==> config.mk <==
export PLATFORM = sky130hd
export DESIGN_NAME = tcs_spi_cmd
export DESIGN_NICKNAME = d
export VERILOG_FILES = /design/src/common/tcs_pkg.sv /design/src/design/tcs_result_coder.sv /design/src/design/tcs_spi_cmd.sv /design/src/design/tcs_spi_shifter.sv
export SDC_FILE = /design/constraint.sdc
export NUM_CORES = 2
export LEC_CHECK = 0
export BUFFER_PORTS_ARGS = -buffer_cell sky130_fd_sc_hd__buf_2
export CAP_MARGIN = 20
export CORE_MARGIN = 10
export CORE_UTILIZATION = 55
export DETAILED_ROUTE_END_ITERATION = 7
export GPL_TIMING_DRIVEN = 0
export PLACE_DENSITY = 0.82
export SLEW_MARGIN = 10
export SYNTH_ARGS = -nofsm -noshare
export SYNTH_HDL_FRONTEND = slang
export SYNTH_SLANG_ARGS = --single-unit
==> constraint.sdc <==
create_clock -name core_clk_in -period 15.9 [get_ports core_clk_in]
set_input_delay 0.795 -clock core_clk_in [delete_from_list [all_inputs] [get_ports core_clk_in]]
set_output_delay 0.795 -clock core_clk_in [all_outputs]
set_load 0.05 [all_outputs]
==> src/common/tcs_pkg.sv <==
/*
 * Shared constants and types for the time converter SPI command block.
 * Assumes a 250 MHz core clock; SPI pins are sampled as synchronous inputs.
 */
package tcs_pkg;
    // opcode coding
    localparam logic [7:0] OPC_POWER      = 8'h30;
    localparam logic [7:0] OPC_INIT       = 8'h18;
    localparam logic [2:0] OPC_WRITE_CFG  = 3'h4;
    localparam logic [2:0] OPC_READ_RES   = 3'h3;
    localparam logic [2:0] OPC_READ_CFG   = 3'h2;

    // register space
    localparam int         CFG_COUNT      = 18;
    localparam logic [4:0] CFG_LAST       = 5'h11;
    localparam logic [4:0] RES_FIRST      = 5'h08;
    localparam logic [7:0] CFG_RESET_VAL  = 8'h00;
    localparam logic [4:0] DIV_REG_LO     = 5'h03;
    localparam logic [4:0] DIV_REG_MID    = 5'h04;
    localparam logic [4:0] DIV_REG_HI     = 5'h05;

    // result coding
    localparam int          CHANNELS      = 4;
    localparam int          RES_BYTES     = 24;
    localparam int          BYTES_PER_CH  = 6;
    localparam int          FIELD_BITS    = 24;
    localparam int          FINE_BITS     = 20;
    localparam int          PHASE_BITS    = 16;
    localparam logic [23:0] EMPTY_MARK    = 24'hffffff;
    localparam logic [3:0]  FINE_PAD      = 4'h0;

    // timing
    localparam logic [4:0] REF_OPEN_CNT      = 5'h10;
    localparam int         CLK_PERIOD_NS     = 4;
    localparam int         SELECT_HOLD_NS    = 100;
    localparam int         SELECT_HOLD_CYCLES =
        (SELECT_HOLD_NS + CLK_PERIOD_NS - 1) / CLK_PERIOD_NS;

    typedef enum logic [1:0] {
        ST_CMD   = 2'b00,
        ST_WRITE = 2'b01,
        ST_READ  = 2'b11,
        ST_SKIP  = 2'b10
    } tcs_frame_t;
endpackage

==> src/design/tcs_result_coder.sv <==
/*
 * Codes one channel's stop result for SPI readout.
 * Assumes the phase input is the stop position as a fraction of the
 * reference period, scaled to 2^16.
 */
`timescale 1ns/1ps
module tcs_result_coder
    import tcs_pkg::*;
(
    input  wire logic                  empty_in,
    input  wire logic [FIELD_BITS-1:0] index_in,
    input  wire logic [PHASE_BITS-1:0] phase_in,
    input  wire logic [FINE_BITS-1:0]  div_in,
    output logic      [FIELD_BITS-1:0] index_field_out,
    output logic      [FIELD_BITS-1:0] fine_field_out
);
    // phase < 2^16, so the scaled count never reaches div_in
    wire [FINE_BITS+PHASE_BITS-1:0] scaled = phase_in * div_in;  // see [RULE_20]
    wire [FINE_BITS-1:0] fine_lsb = scaled[FINE_BITS+PHASE_BITS-1:PHASE_BITS];  // see [RULE_21]

    // output width settings are deliberately not inputs here, see [RULE_19]
    assign index_field_out = empty_in ? EMPTY_MARK : index_in;  // see [RULE_18]
    assign fine_field_out  = empty_in ? EMPTY_MARK : {FINE_PAD, fine_lsb};  // see [RULE_23]
endmodule

==> src/design/tcs_spi_cmd.sv <==
/*
 * SPI command interpreter of a four channel time converter: power reset,
 * init, config write/read with auto increment, result readout.
 * Assumes all pins synchronous to core_clk_in and SCK far slower than it.
 */
// Notes on behaviour
// [RULE_01] power opcode resets chip, halts measurement
// [RULE_02] init opcode initialises and starts measuring
// [RULE_03] 100 plus address writes config 0..17
// [RULE_04] 011 plus address reads results 8..31
// [RULE_05] 010 plus address reads config 0..17
// [RULE_06] reset held for select hold time
// [RULE_07] after power reset: stopped, config defaults
// [RULE_08] init keeps configuration contents
// [RULE_09] stops open after 16 reference pulses
// [RULE_10] host waits power-on delay after init
// [RULE_11] init restart keeps stored FIFO results
// [RULE_12] only configuration registers are writable
// [RULE_13] write opcode then data byte stored
// [RULE_14] further write bytes go to next address
// [RULE_15] read shifts addressed register out on MISO
// [RULE_16] read continues with following registers
// [RULE_17] host suppresses LVDS readout during SPI reads
// [RULE_18] empty channel reads all ones marker
// [RULE_19] LVDS width settings ignored for SPI
// [RULE_20] stop result counts period subdivisions
// [RULE_21] largest stop result is count minus one
// [RULE_22] host fits subdivision count to LVDS width
// [RULE_23] stop result 20 bits, top four zero
// [RULE_24] host opens each access with select pulse
// [RULE_25] sample falling, drive rising, MSB first
// [RULE_26] MISO released while select high
// [RULE_27] interrupt low while results are available
`timescale 1ns/1ps
module tcs_spi_cmd
    import tcs_pkg::*;
(
    input  wire logic                           core_clk_in,
    input  wire logic                           arst_n_in,
    input  wire logic                           spi_sck_in,
    input  wire logic                           select_line_n_in,
    input  wire logic                           spi_mosi_in,
    input  wire logic                           ref_clk_in,
    input  wire logic [CHANNELS-1:0]            chan_empty_in,
    input  wire logic [CHANNELS*FIELD_BITS-1:0] chan_index_in,
    input  wire logic [CHANNELS*PHASE_BITS-1:0] chan_phase_in,
    output logic                                spi_miso_out,
    output logic                                spi_miso_oe_out,
    output logic                                chip_reset_out,
    output logic                                state_reset_out,
    output logic                                measuring_out,
    output logic                                stop_open_out,
    output logic                                irq_n_out,
    output logic      [CFG_COUNT*8-1:0]         cfg_flat_out
);
    tcs_frame_t frame_q;
    tcs_frame_t frame_d;
    logic [4:0] addr_q;
    logic       rd_res_q;
    logic [7:0] hold_cnt_q;
    logic [4:0] ref_cnt_q;
    logic       ref_q;
    logic       chip_reset_q;
    logic       state_reset_q;
    logic       measuring_q;
    logic       stop_open_q;
    logic       irq_n_q;
    logic [7:0] cfg_q [CFG_COUNT];
    logic [7:0] res_byte [RES_BYTES];
    logic [7:0] rx_byte;
    logic       rx_valid;
    logic [FINE_BITS-1:0] div_count;
    logic [FIELD_BITS-1:0] fine_ch0;

    // byte shifting on the SPI pins
    wire [7:0] rd_byte;
    tcs_spi_shifter u_shift (
        .core_clk_in  (core_clk_in),
        .arst_n_in    (arst_n_in),
        .sck_in       (spi_sck_in),
        .sel_n_in     (select_line_n_in),
        .mosi_in      (spi_mosi_in),
        .tx_byte_in   (rd_byte),
        .rx_byte_out  (rx_byte),
        .rx_valid_out (rx_valid),
        .miso_out     (spi_miso_out),
        .miso_oe_out  (spi_miso_oe_out)
    );

    // command decode on the first byte of a frame
    wire hold_busy  = (hold_cnt_q != 8'h00);
    wire cmd_byte   = rx_valid && (frame_q == ST_CMD) && !hold_busy;
    wire por_cmd    = cmd_byte && (rx_byte == OPC_POWER);  // see [RULE_01]
    wire init_cmd   = cmd_byte && (rx_byte == OPC_INIT);  // see [RULE_02]
    wire wr_op      = cmd_byte && (rx_byte[7:5] == OPC_WRITE_CFG);  // see [RULE_03]
    wire rdr_op     = cmd_byte && (rx_byte[7:5] == OPC_READ_RES);  // see [RULE_04]
    wire rdc_op     = cmd_byte && (rx_byte[7:5] == OPC_READ_CFG);  // see [RULE_05]
    wire addr_op    = wr_op || rdr_op || rdc_op;
    wire wr_byte    = rx_valid && (frame_q == ST_WRITE);
    wire wr_en      = wr_byte && (addr_q <= CFG_LAST);  // see [RULE_12]
    wire rd_step    = rx_valid && (frame_q == ST_READ);
    wire ref_rise   = ref_clk_in && !ref_q;
    wire ref_count  = ref_rise && measuring_q && (ref_cnt_q != REF_OPEN_CNT);

    // read data mux; addresses 8..17 exist in both spaces
    wire [4:0] res_off = addr_q - RES_FIRST;
    wire [7:0] res_sel = (addr_q >= RES_FIRST) ? res_byte[res_off] : 8'h00;
    wire [7:0] cfg_sel = (addr_q <= CFG_LAST) ? cfg_q[addr_q] : 8'h00;
    assign rd_byte = rd_res_q ? res_sel : cfg_sel;  // see [RULE_15]

    always_comb
    begin
        frame_d = frame_q;
        case (frame_q)
            ST_CMD:
                if (wr_op)
                    frame_d = ST_WRITE;
                else if (rdr_op || rdc_op)
                    frame_d = ST_READ;
                else if (rx_valid)
                    frame_d = ST_SKIP;
            ST_WRITE: frame_d = ST_WRITE;
            ST_READ:  frame_d = ST_READ;
            ST_SKIP:  frame_d = ST_SKIP;
            default:  frame_d = ST_CMD;
        endcase
        if (select_line_n_in)
            frame_d = ST_CMD;  // see [RULE_24]
    end

    always_ff @(posedge core_clk_in or negedge arst_n_in)
    begin
        if (!arst_n_in)
        begin
            frame_q  <= ST_CMD;
            addr_q   <= 5'h00;
            rd_res_q <= 1'b0;
        end
        else
        begin
            frame_q <= frame_d;
            if (addr_op)
            begin
                addr_q   <= rx_byte[4:0];  // see [RULE_13]
                rd_res_q <= rdr_op;
            end
            else if (wr_byte || rd_step)
                addr_q <= addr_q + 5'h01;  // see [RULE_14] see [RULE_16]
        end
    end

    // configuration bytes, one flop group per entry
    for (genvar i = 0; i < CFG_COUNT; i++)
    begin : g_cfg
        always_ff @(posedge core_clk_in or negedge arst_n_in)
        begin
            if (!arst_n_in)
                cfg_q[i] <= CFG_RESET_VAL;
            else if (por_cmd)
                cfg_q[i] <= CFG_RESET_VAL;  // see [RULE_07]
            else if (wr_en && addr_q == 5'(i))
                cfg_q[i] <= rx_byte;  // see [RULE_13]
        end
        assign cfg_flat_out[i*8 +: 8] = cfg_q[i];
    end

    // result coding per channel, laid out index then stop, MSB first
    assign div_count = {cfg_q[DIV_REG_HI][3:0], cfg_q[DIV_REG_MID], cfg_q[DIV_REG_LO]};
    for (genvar c = 0; c < CHANNELS; c++)
    begin : g_chan
        logic [FIELD_BITS-1:0] idx_f;
        logic [FIELD_BITS-1:0] fine_f;
        tcs_result_coder u_code (
            .empty_in        (chan_empty_in[c]),
            .index_in        (chan_index_in[c*FIELD_BITS +: FIELD_BITS]),
            .phase_in        (chan_phase_in[c*PHASE_BITS +: PHASE_BITS]),
            .div_in          (div_count),
            .index_field_out (idx_f),
            .fine_field_out  (fine_f)
        );
        assign res_byte[c*BYTES_PER_CH+0] = idx_f[23:16];
        assign res_byte[c*BYTES_PER_CH+1] = idx_f[15:8];
        assign res_byte[c*BYTES_PER_CH+2] = idx_f[7:0];
        assign res_byte[c*BYTES_PER_CH+3] = fine_f[23:16];
        assign res_byte[c*BYTES_PER_CH+4] = fine_f[15:8];
        assign res_byte[c*BYTES_PER_CH+5] = fine_f[7:0];
    end
    assign fine_ch0 = g_chan[0].fine_f;

    // power reset hold; new frames are skipped while it runs
    always_ff @(posedge core_clk_in or negedge arst_n_in)
    begin
        if (!arst_n_in)
        begin
            hold_cnt_q   <= 8'h00;
            chip_reset_q <= 1'b0;
        end
        else
        begin
            if (por_cmd)
                hold_cnt_q <= 8'(SELECT_HOLD_CYCLES);  // see [RULE_06]
            else if (hold_busy)
                hold_cnt_q <= hold_cnt_q - 8'h01;
            chip_reset_q <= por_cmd || (hold_cnt_q > 8'h01);  // see [RULE_06]
        end
    end

    // measurement sequencing; init never touches channel FIFOs
    always_ff @(posedge core_clk_in or negedge arst_n_in)
    begin
        if (!arst_n_in)
        begin
            ref_q         <= 1'b0;
            ref_cnt_q     <= 5'h00;
            measuring_q   <= 1'b0;
            stop_open_q   <= 1'b0;
            state_reset_q <= 1'b0;
            irq_n_q       <= 1'b1;
        end
        else
        begin
            ref_q         <= ref_clk_in;
            state_reset_q <= init_cmd;  // see [RULE_08] see [RULE_11]
            irq_n_q       <= &chan_empty_in;  // see [RULE_27]
            if (por_cmd)
            begin
                measuring_q <= 1'b0;  // see [RULE_01]
                stop_open_q <= 1'b0;
                ref_cnt_q   <= 5'h00;
            end
            else if (init_cmd)
            begin
                measuring_q <= 1'b1;  // see [RULE_02]
                stop_open_q <= 1'b0;
                ref_cnt_q   <= 5'h00;
            end
            else
            begin
                if (ref_count)
                    ref_cnt_q <= ref_cnt_q + 5'h01;  // see [RULE_09]
                stop_open_q <= measuring_q && (ref_cnt_q == REF_OPEN_CNT);
            end
        end
    end

    assign chip_reset_out  = chip_reset_q;
    assign state_reset_out = state_reset_q;
    assign measuring_out   = measuring_q;
    assign stop_open_out   = stop_open_q;
    assign irq_n_out       = irq_n_q;
endmodule

==> src/design/tcs_spi_shifter.sv <==
/*
 * SPI byte shifter: mode with clock idle low, input taken on falling SCK,
 * output changed on rising SCK, MSB first.
 * Assumes SCK is far slower than the core clock and synchronous to it.
 */
`timescale 1ns/1ps
module tcs_spi_shifter
    import tcs_pkg::*;
(
    input  wire logic       core_clk_in,
    input  wire logic       arst_n_in,
    input  wire logic       sck_in,
    input  wire logic       sel_n_in,
    input  wire logic       mosi_in,
    input  wire logic [7:0] tx_byte_in,
    output logic      [7:0] rx_byte_out,
    output logic            rx_valid_out,
    output logic            miso_out,
    output logic            miso_oe_out
);
    logic       sck_q;
    logic [2:0] bit_cnt_q;
    logic [6:0] rx_sr_q;
    logic [6:0] tx_sr_q;

    wire sck_fall  = sck_q & ~sck_in;
    wire sck_rise  = ~sck_q & sck_in;
    wire take_bit  = sck_fall & ~sel_n_in;
    wire drive_bit = sck_rise & ~sel_n_in;
    wire byte_end  = take_bit & (bit_cnt_q == 3'h7);
    wire [7:0] rx_full = {rx_sr_q, mosi_in};

    always_ff @(posedge core_clk_in or negedge arst_n_in)
    begin
        if (!arst_n_in)
        begin
            sck_q        <= 1'b0;
            bit_cnt_q    <= 3'h0;
            rx_sr_q      <= 7'h00;
            rx_byte_out  <= 8'h00;
            rx_valid_out <= 1'b0;
        end
        else
        begin
            sck_q        <= sck_in;
            rx_valid_out <= byte_end;
            if (sel_n_in)
                bit_cnt_q <= 3'h0;
            else if (take_bit)
                bit_cnt_q <= bit_cnt_q + 3'h1;
            if (take_bit)
                rx_sr_q <= rx_full[6:0];  // see [RULE_25]
            if (byte_end)
                rx_byte_out <= rx_full;
        end
    end

    // a new byte is fetched on the first rising edge of each byte slot
    always_ff @(posedge core_clk_in or negedge arst_n_in)
    begin
        if (!arst_n_in)
        begin
            miso_out    <= 1'b0;
            miso_oe_out <= 1'b0;
            tx_sr_q     <= 7'h00;
        end
        else
        begin
            miso_oe_out <= ~sel_n_in;  // see [RULE_26]
            if (drive_bit && bit_cnt_q == 3'h0)
            begin
                miso_out <= tx_byte_in[7];  // see [RULE_25]
                tx_sr_q  <= tx_byte_in[6:0];
            end
            else if (drive_bit)
            begin
                miso_out <= tx_sr_q[6];
                tx_sr_q  <= {tx_sr_q[5:0], 1'b0};
            end
        end
    end
endmodule

==> impl_metrics.tcl <==
set metrics [dict create \
    grt_setup_unrepaired "no" \
    fin_crit_ns 9.54 \
    fillers 8197 \
    fin_util 0.592 \
    vias 44900 \
    ys.flop_type "dfrtp_1" \
    rrSetupSlack_ns 6.36 \
    root_buffer "clkbuf_16" \
    p_leak_nw 28.4 \
    ys_types 91 \
    reg2reg_from "cfg_flat_out[33]" \
    drc 0 \
    die-height_um 327 \
    comb_power_share 0.135 \
    startpoint_type "flop" \
    worstPathCellList "clkbuf_1 > clkbuf_1 > nand2_1 > fa_1 > inv_1 > fa_1 > fa_1 > fa_1 > fa_1 > inv_1 > fa_1 > inv_1 > ha_1 > a21oi_1 > o22ai_1 > a2111oi_0 > o21ai_0 > a31oi_1 > o21ai_0 > xor2_1 > a2111oi_0 > or4b_1 > a32oi_1" \
    drv_slew 0 \
    setup_viol 0 \
    ys_seq_area_frac 0.0969 \
    antenna_found_initial 20 \
    finalSetupTns_ns 0 \
    synthesis.nets 7459 \
    nets 7741 \
    hold_viol_final 0 \
    clockPowerShare 0.395 \
    crit_top_cell "fa_1" \
    grt_pass1_vias 47200 \
    cts_max_level 4 \
    critical_path_class "flop to flop" \
    power_frac_seq 0.471 \
    async_reset_ff_frac 1.00 \
    cts_made_buffers 17 \
    hold_path.class "primary input to asynchronous set/reset pin" \
    postCtsSetupRepairBufs 0 \
    wl_per_cell_um 26.7 \
    switching_share 0.301 \
    die_area_um2 107000 \
    reg2reg_depth 23 \
    post-dp-hpwl_mm 165 \
    p_sw_w 0.000338 \
    relSlewSlack 0.107 \
    cts_resized 0 \
    clk_latency_ns 0.46 \
    cp-end-kind "flop" \
    mostFrequentLayoutCells "inv_1, fa_1, nand2_1" \
    timing.final.crit_share 0.600 \
    maxCapViolCount 0 \
    area_growth_syn_to_layout_pct 6.91 \
    outcome "completed" \
    r2r-end "u_shift.tx_sr_q[0]" \
    p_int_w 0.000785 \
    cp.required_ns 16.20 \
    syn_area_um2 51700 \
    worst_path_max_delay_cell "clkbuf_1" \
    drtAntennaViolNets 0 \
    vdd_drop_max_mv 0.106 \
    cts_hold_buf 0 \
    overflow 0 \
    cp_slowest_stage_delay_ns 0.95 \
    start_util 0.554 \
    dr.pass1.iters 6 \
    rows 112 \
    clkTransAtPathRegs_ns 0.07 \
    fmax_ghz 0.105 \
    ys.warnings.count 0 \
    portBuffers 257 \
    cp_max_fo 10 \
    powerDensity_nw_per_um2 20.3 \
    clockBufferDepth 2 \
    die_w_um 327 \
    synth_edf_count 0 \
    skew_ns 0.00944 \
    synth_cells 5858 \
    final_common_cell "inv_1" \
    ys_ff_latch 200 \
    cts_tree "done" \
    drt_iter0_markers 4876 \
    wirelength_mm 198 \
    avgViaCountPerCell 6.05 \
    worst_pin_slew_ns 1.34 \
    drive_gt1_frac 0.0697 \
    arrival_ns 9.83 \
    gp_congestion 1.05 \
    clock_sinks 200 \
    core_um2 93300 \
    io_pins 321 \
    avgSynthCellArea_um2 8.82 \
    grt_usage 0.372 \
    grt_max_degree 103 \
    grt_pass1_wl_mm 297 \
]
[sequential cells by signal, summed over array words and instances, names as in the netlist]
signal and cells:
ref_cnt_q 5, state_reset_out 1, rd_res_q 1, ref_q 1, u_shift.bit_cnt_q 3, measuring_out 1
frame_q 2, irq_n_out 1, addr_q 5, u_shift.miso_out 1, u_shift.tx_sr_q 7, cfg_flat_out 144
hold_cnt_q 8, u_shift.rx_byte_out 8, u_shift.sck_q 1, stop_open_out 1, u_shift.rx_valid_out 1, chip_reset_out 1
u_shift.miso_oe_out 1, u_shift.rx_sr_q 7
[critical path: cells and delay by family, from the launching register on]
family / cells / cell delay [ns]
buf+inv: 5 / 1.88
simple gates: 2 / 0.47
compound gates: 8 / 2.92
xor+xnor: 1 / 0.22
fa+ha+maj: 7 / 3.43
flops: 1 / 0.46
[kinds of logic (layout without fill, tap and decap cells)]
group                    Yosys count  after routing  share of synthesized area
flip-flops                       200            200                     0.0969
AND/OR/NAND/NOR                 1955           1955                      0.180
buffers and inverters           1489           1784                      0.110
adder cells (fa/ha/maj)         1431           1431                      0.491
multiplexers                     143            143                     0.0381
other                              0             16                          0
AO/OA/AOI/OAI                    572            572                     0.0724
XOR/XNOR                          68             68                     0.0115
[metal layers]
metal | GRT usage | routed length (um) | vias up
li1 | - | - | 18500
met1 | 0.432 | 66400 | 22200
met2 | 0.564 | 85500 | 3317
met3 | 0.124 | 26400 | 888
met4 | 0.292 | 20000 | 16
met5 | 0 | 111 | -
[power groups by stage]
stage / Combinational [W] / Clock [W] / Sequential, W
after floorplan: 0.0000690 / 0 / 0.000536
after global placement: 0.000141 / 0 / 0.000538
after detailed placement: 0.000144 / 0 / 0.000538
after CTS: 0.000145 / 0.000441 / 0.000528
after global routing: 0.000158 / 0.000459 / 0.000530
final: 0.000151 / 0.000443 / 0.000529
[per-stage QoR]
stage | worst slack [ns] | instance area, um2 | std cells | hold slack (ns) | power [W]
after floorplan | 8.82 | 51700 | 5858 | 0.457 | 0.000605
after global placement | 6.67 | 54500 | 7369 | 0.474 | 0.000679
after detailed placement | 6.62 | 54600 | 7372 | 0.481 | 0.000682
after CTS | 6.58 | 55200 | 7404 | 0.404 | 0.00111
after global routing | 6.15 | 55200 | 7412 | 0.433 | 0.00115
final | 6.36 | 55200 | 7423 | 0.373 | 0.00112
[synthesized netlist by cell type (6+ instances only)]
| library cell | n | area, um2 |
|---|---|---|
| inv_1 | 1127 | 4230 |
| fa_1 | 996 | 19900 |
| nand2_1 | 989 | 3710 |
| and2_1 | 594 | 3720 |
| ha_1 | 435 | 5440 |
| clkbuf_1 | 309 | 1160 |
| dfrtp_1 | 199 | 4980 |
| o21ai_0 | 180 | 901 |
| nor2_1 | 162 | 608 |
| a21oi_1 | 111 | 556 |
| mux2i_1 | 72 | 721 |
| nor3_1 | 47 | 235 |
| a21o_1 | 43 | 323 |
| mux4_2 | 40 | 901 |
| nand3_1 | 39 | 195 |
| xnor2_1 | 39 | 342 |
| buf_2 | 32 | 160 |
| mux2_2 | 31 | 349 |
| xor2_1 | 29 | 254 |
| a211oi_1 | 22 | 165 |
| a31oi_1 | 20 | 125 |
| nand2b_1 | 18 | 113 |
| nor2b_1 | 18 | 113 |
| o22ai_1 | 18 | 113 |
| and3_1 | 17 | 106 |
| o211ai_1 | 16 | 120 |
| nand4_1 | 15 | 93.8 |
| a2111oi_0 | 14 | 123 |
| a22o_1 | 13 | 114 |
| o31ai_1 | 13 | 97.6 |
| a221oi_1 | 12 | 105 |
| nor4_1 | 12 | 75.1 |
| buf_1 | 11 | 41.3 |
| o21a_1 | 11 | 82.6 |
| o21bai_1 | 10 | 75.1 |
| a211o_1 | 7 | 61.3 |
| o2111ai_1 | 7 | 61.3 |
| or3_1 | 7 | 43.8 |
| nor3b_1 | 6 | 45.0 |
[how the worst max path moves through the flow]
stage | start | end | slack (ns) | cells after the start
3_3_place_gp | cfg_flat_out[26] | u_shift.tx_sr_q[0] | 6.67 | 24
2_1_floorplan | chan_phase_in[49] | u_shift.tx_sr_q[2] | 8.82 | 23
3_5_place_dp | cfg_flat_out[24] | u_shift.tx_sr_q[0] | 6.62 | 24
5_1_grt | cfg_flat_out[33] | u_shift.tx_sr_q[0] | 6.15 | 23
6_report | cfg_flat_out[33] | u_shift.tx_sr_q[0] | 6.36 | 23
4_1_cts | cfg_flat_out[24] | u_shift.tx_sr_q[0] | 6.58 | 24
[final cells by class]
class | count | area, um2 | area share
diodes | 16 | 40.0 | 0.000725
plain buffers | 359 | 1420 | 0.0257
clock buffers | 19 | 453 | 0.00820
clock inverters | 13 | 118 | 0.00213
inverters | 1130 | 4240 | 0.0768
multi-input cells | 4169 | 41000 | 0.742
flip-flops and latches | 200 | 5010 | 0.0906
well taps | 1254 | 1570 | 0.0284
repair buffers | 263 | 1390 | 0.0251
(Power assumes the default switching activity.)
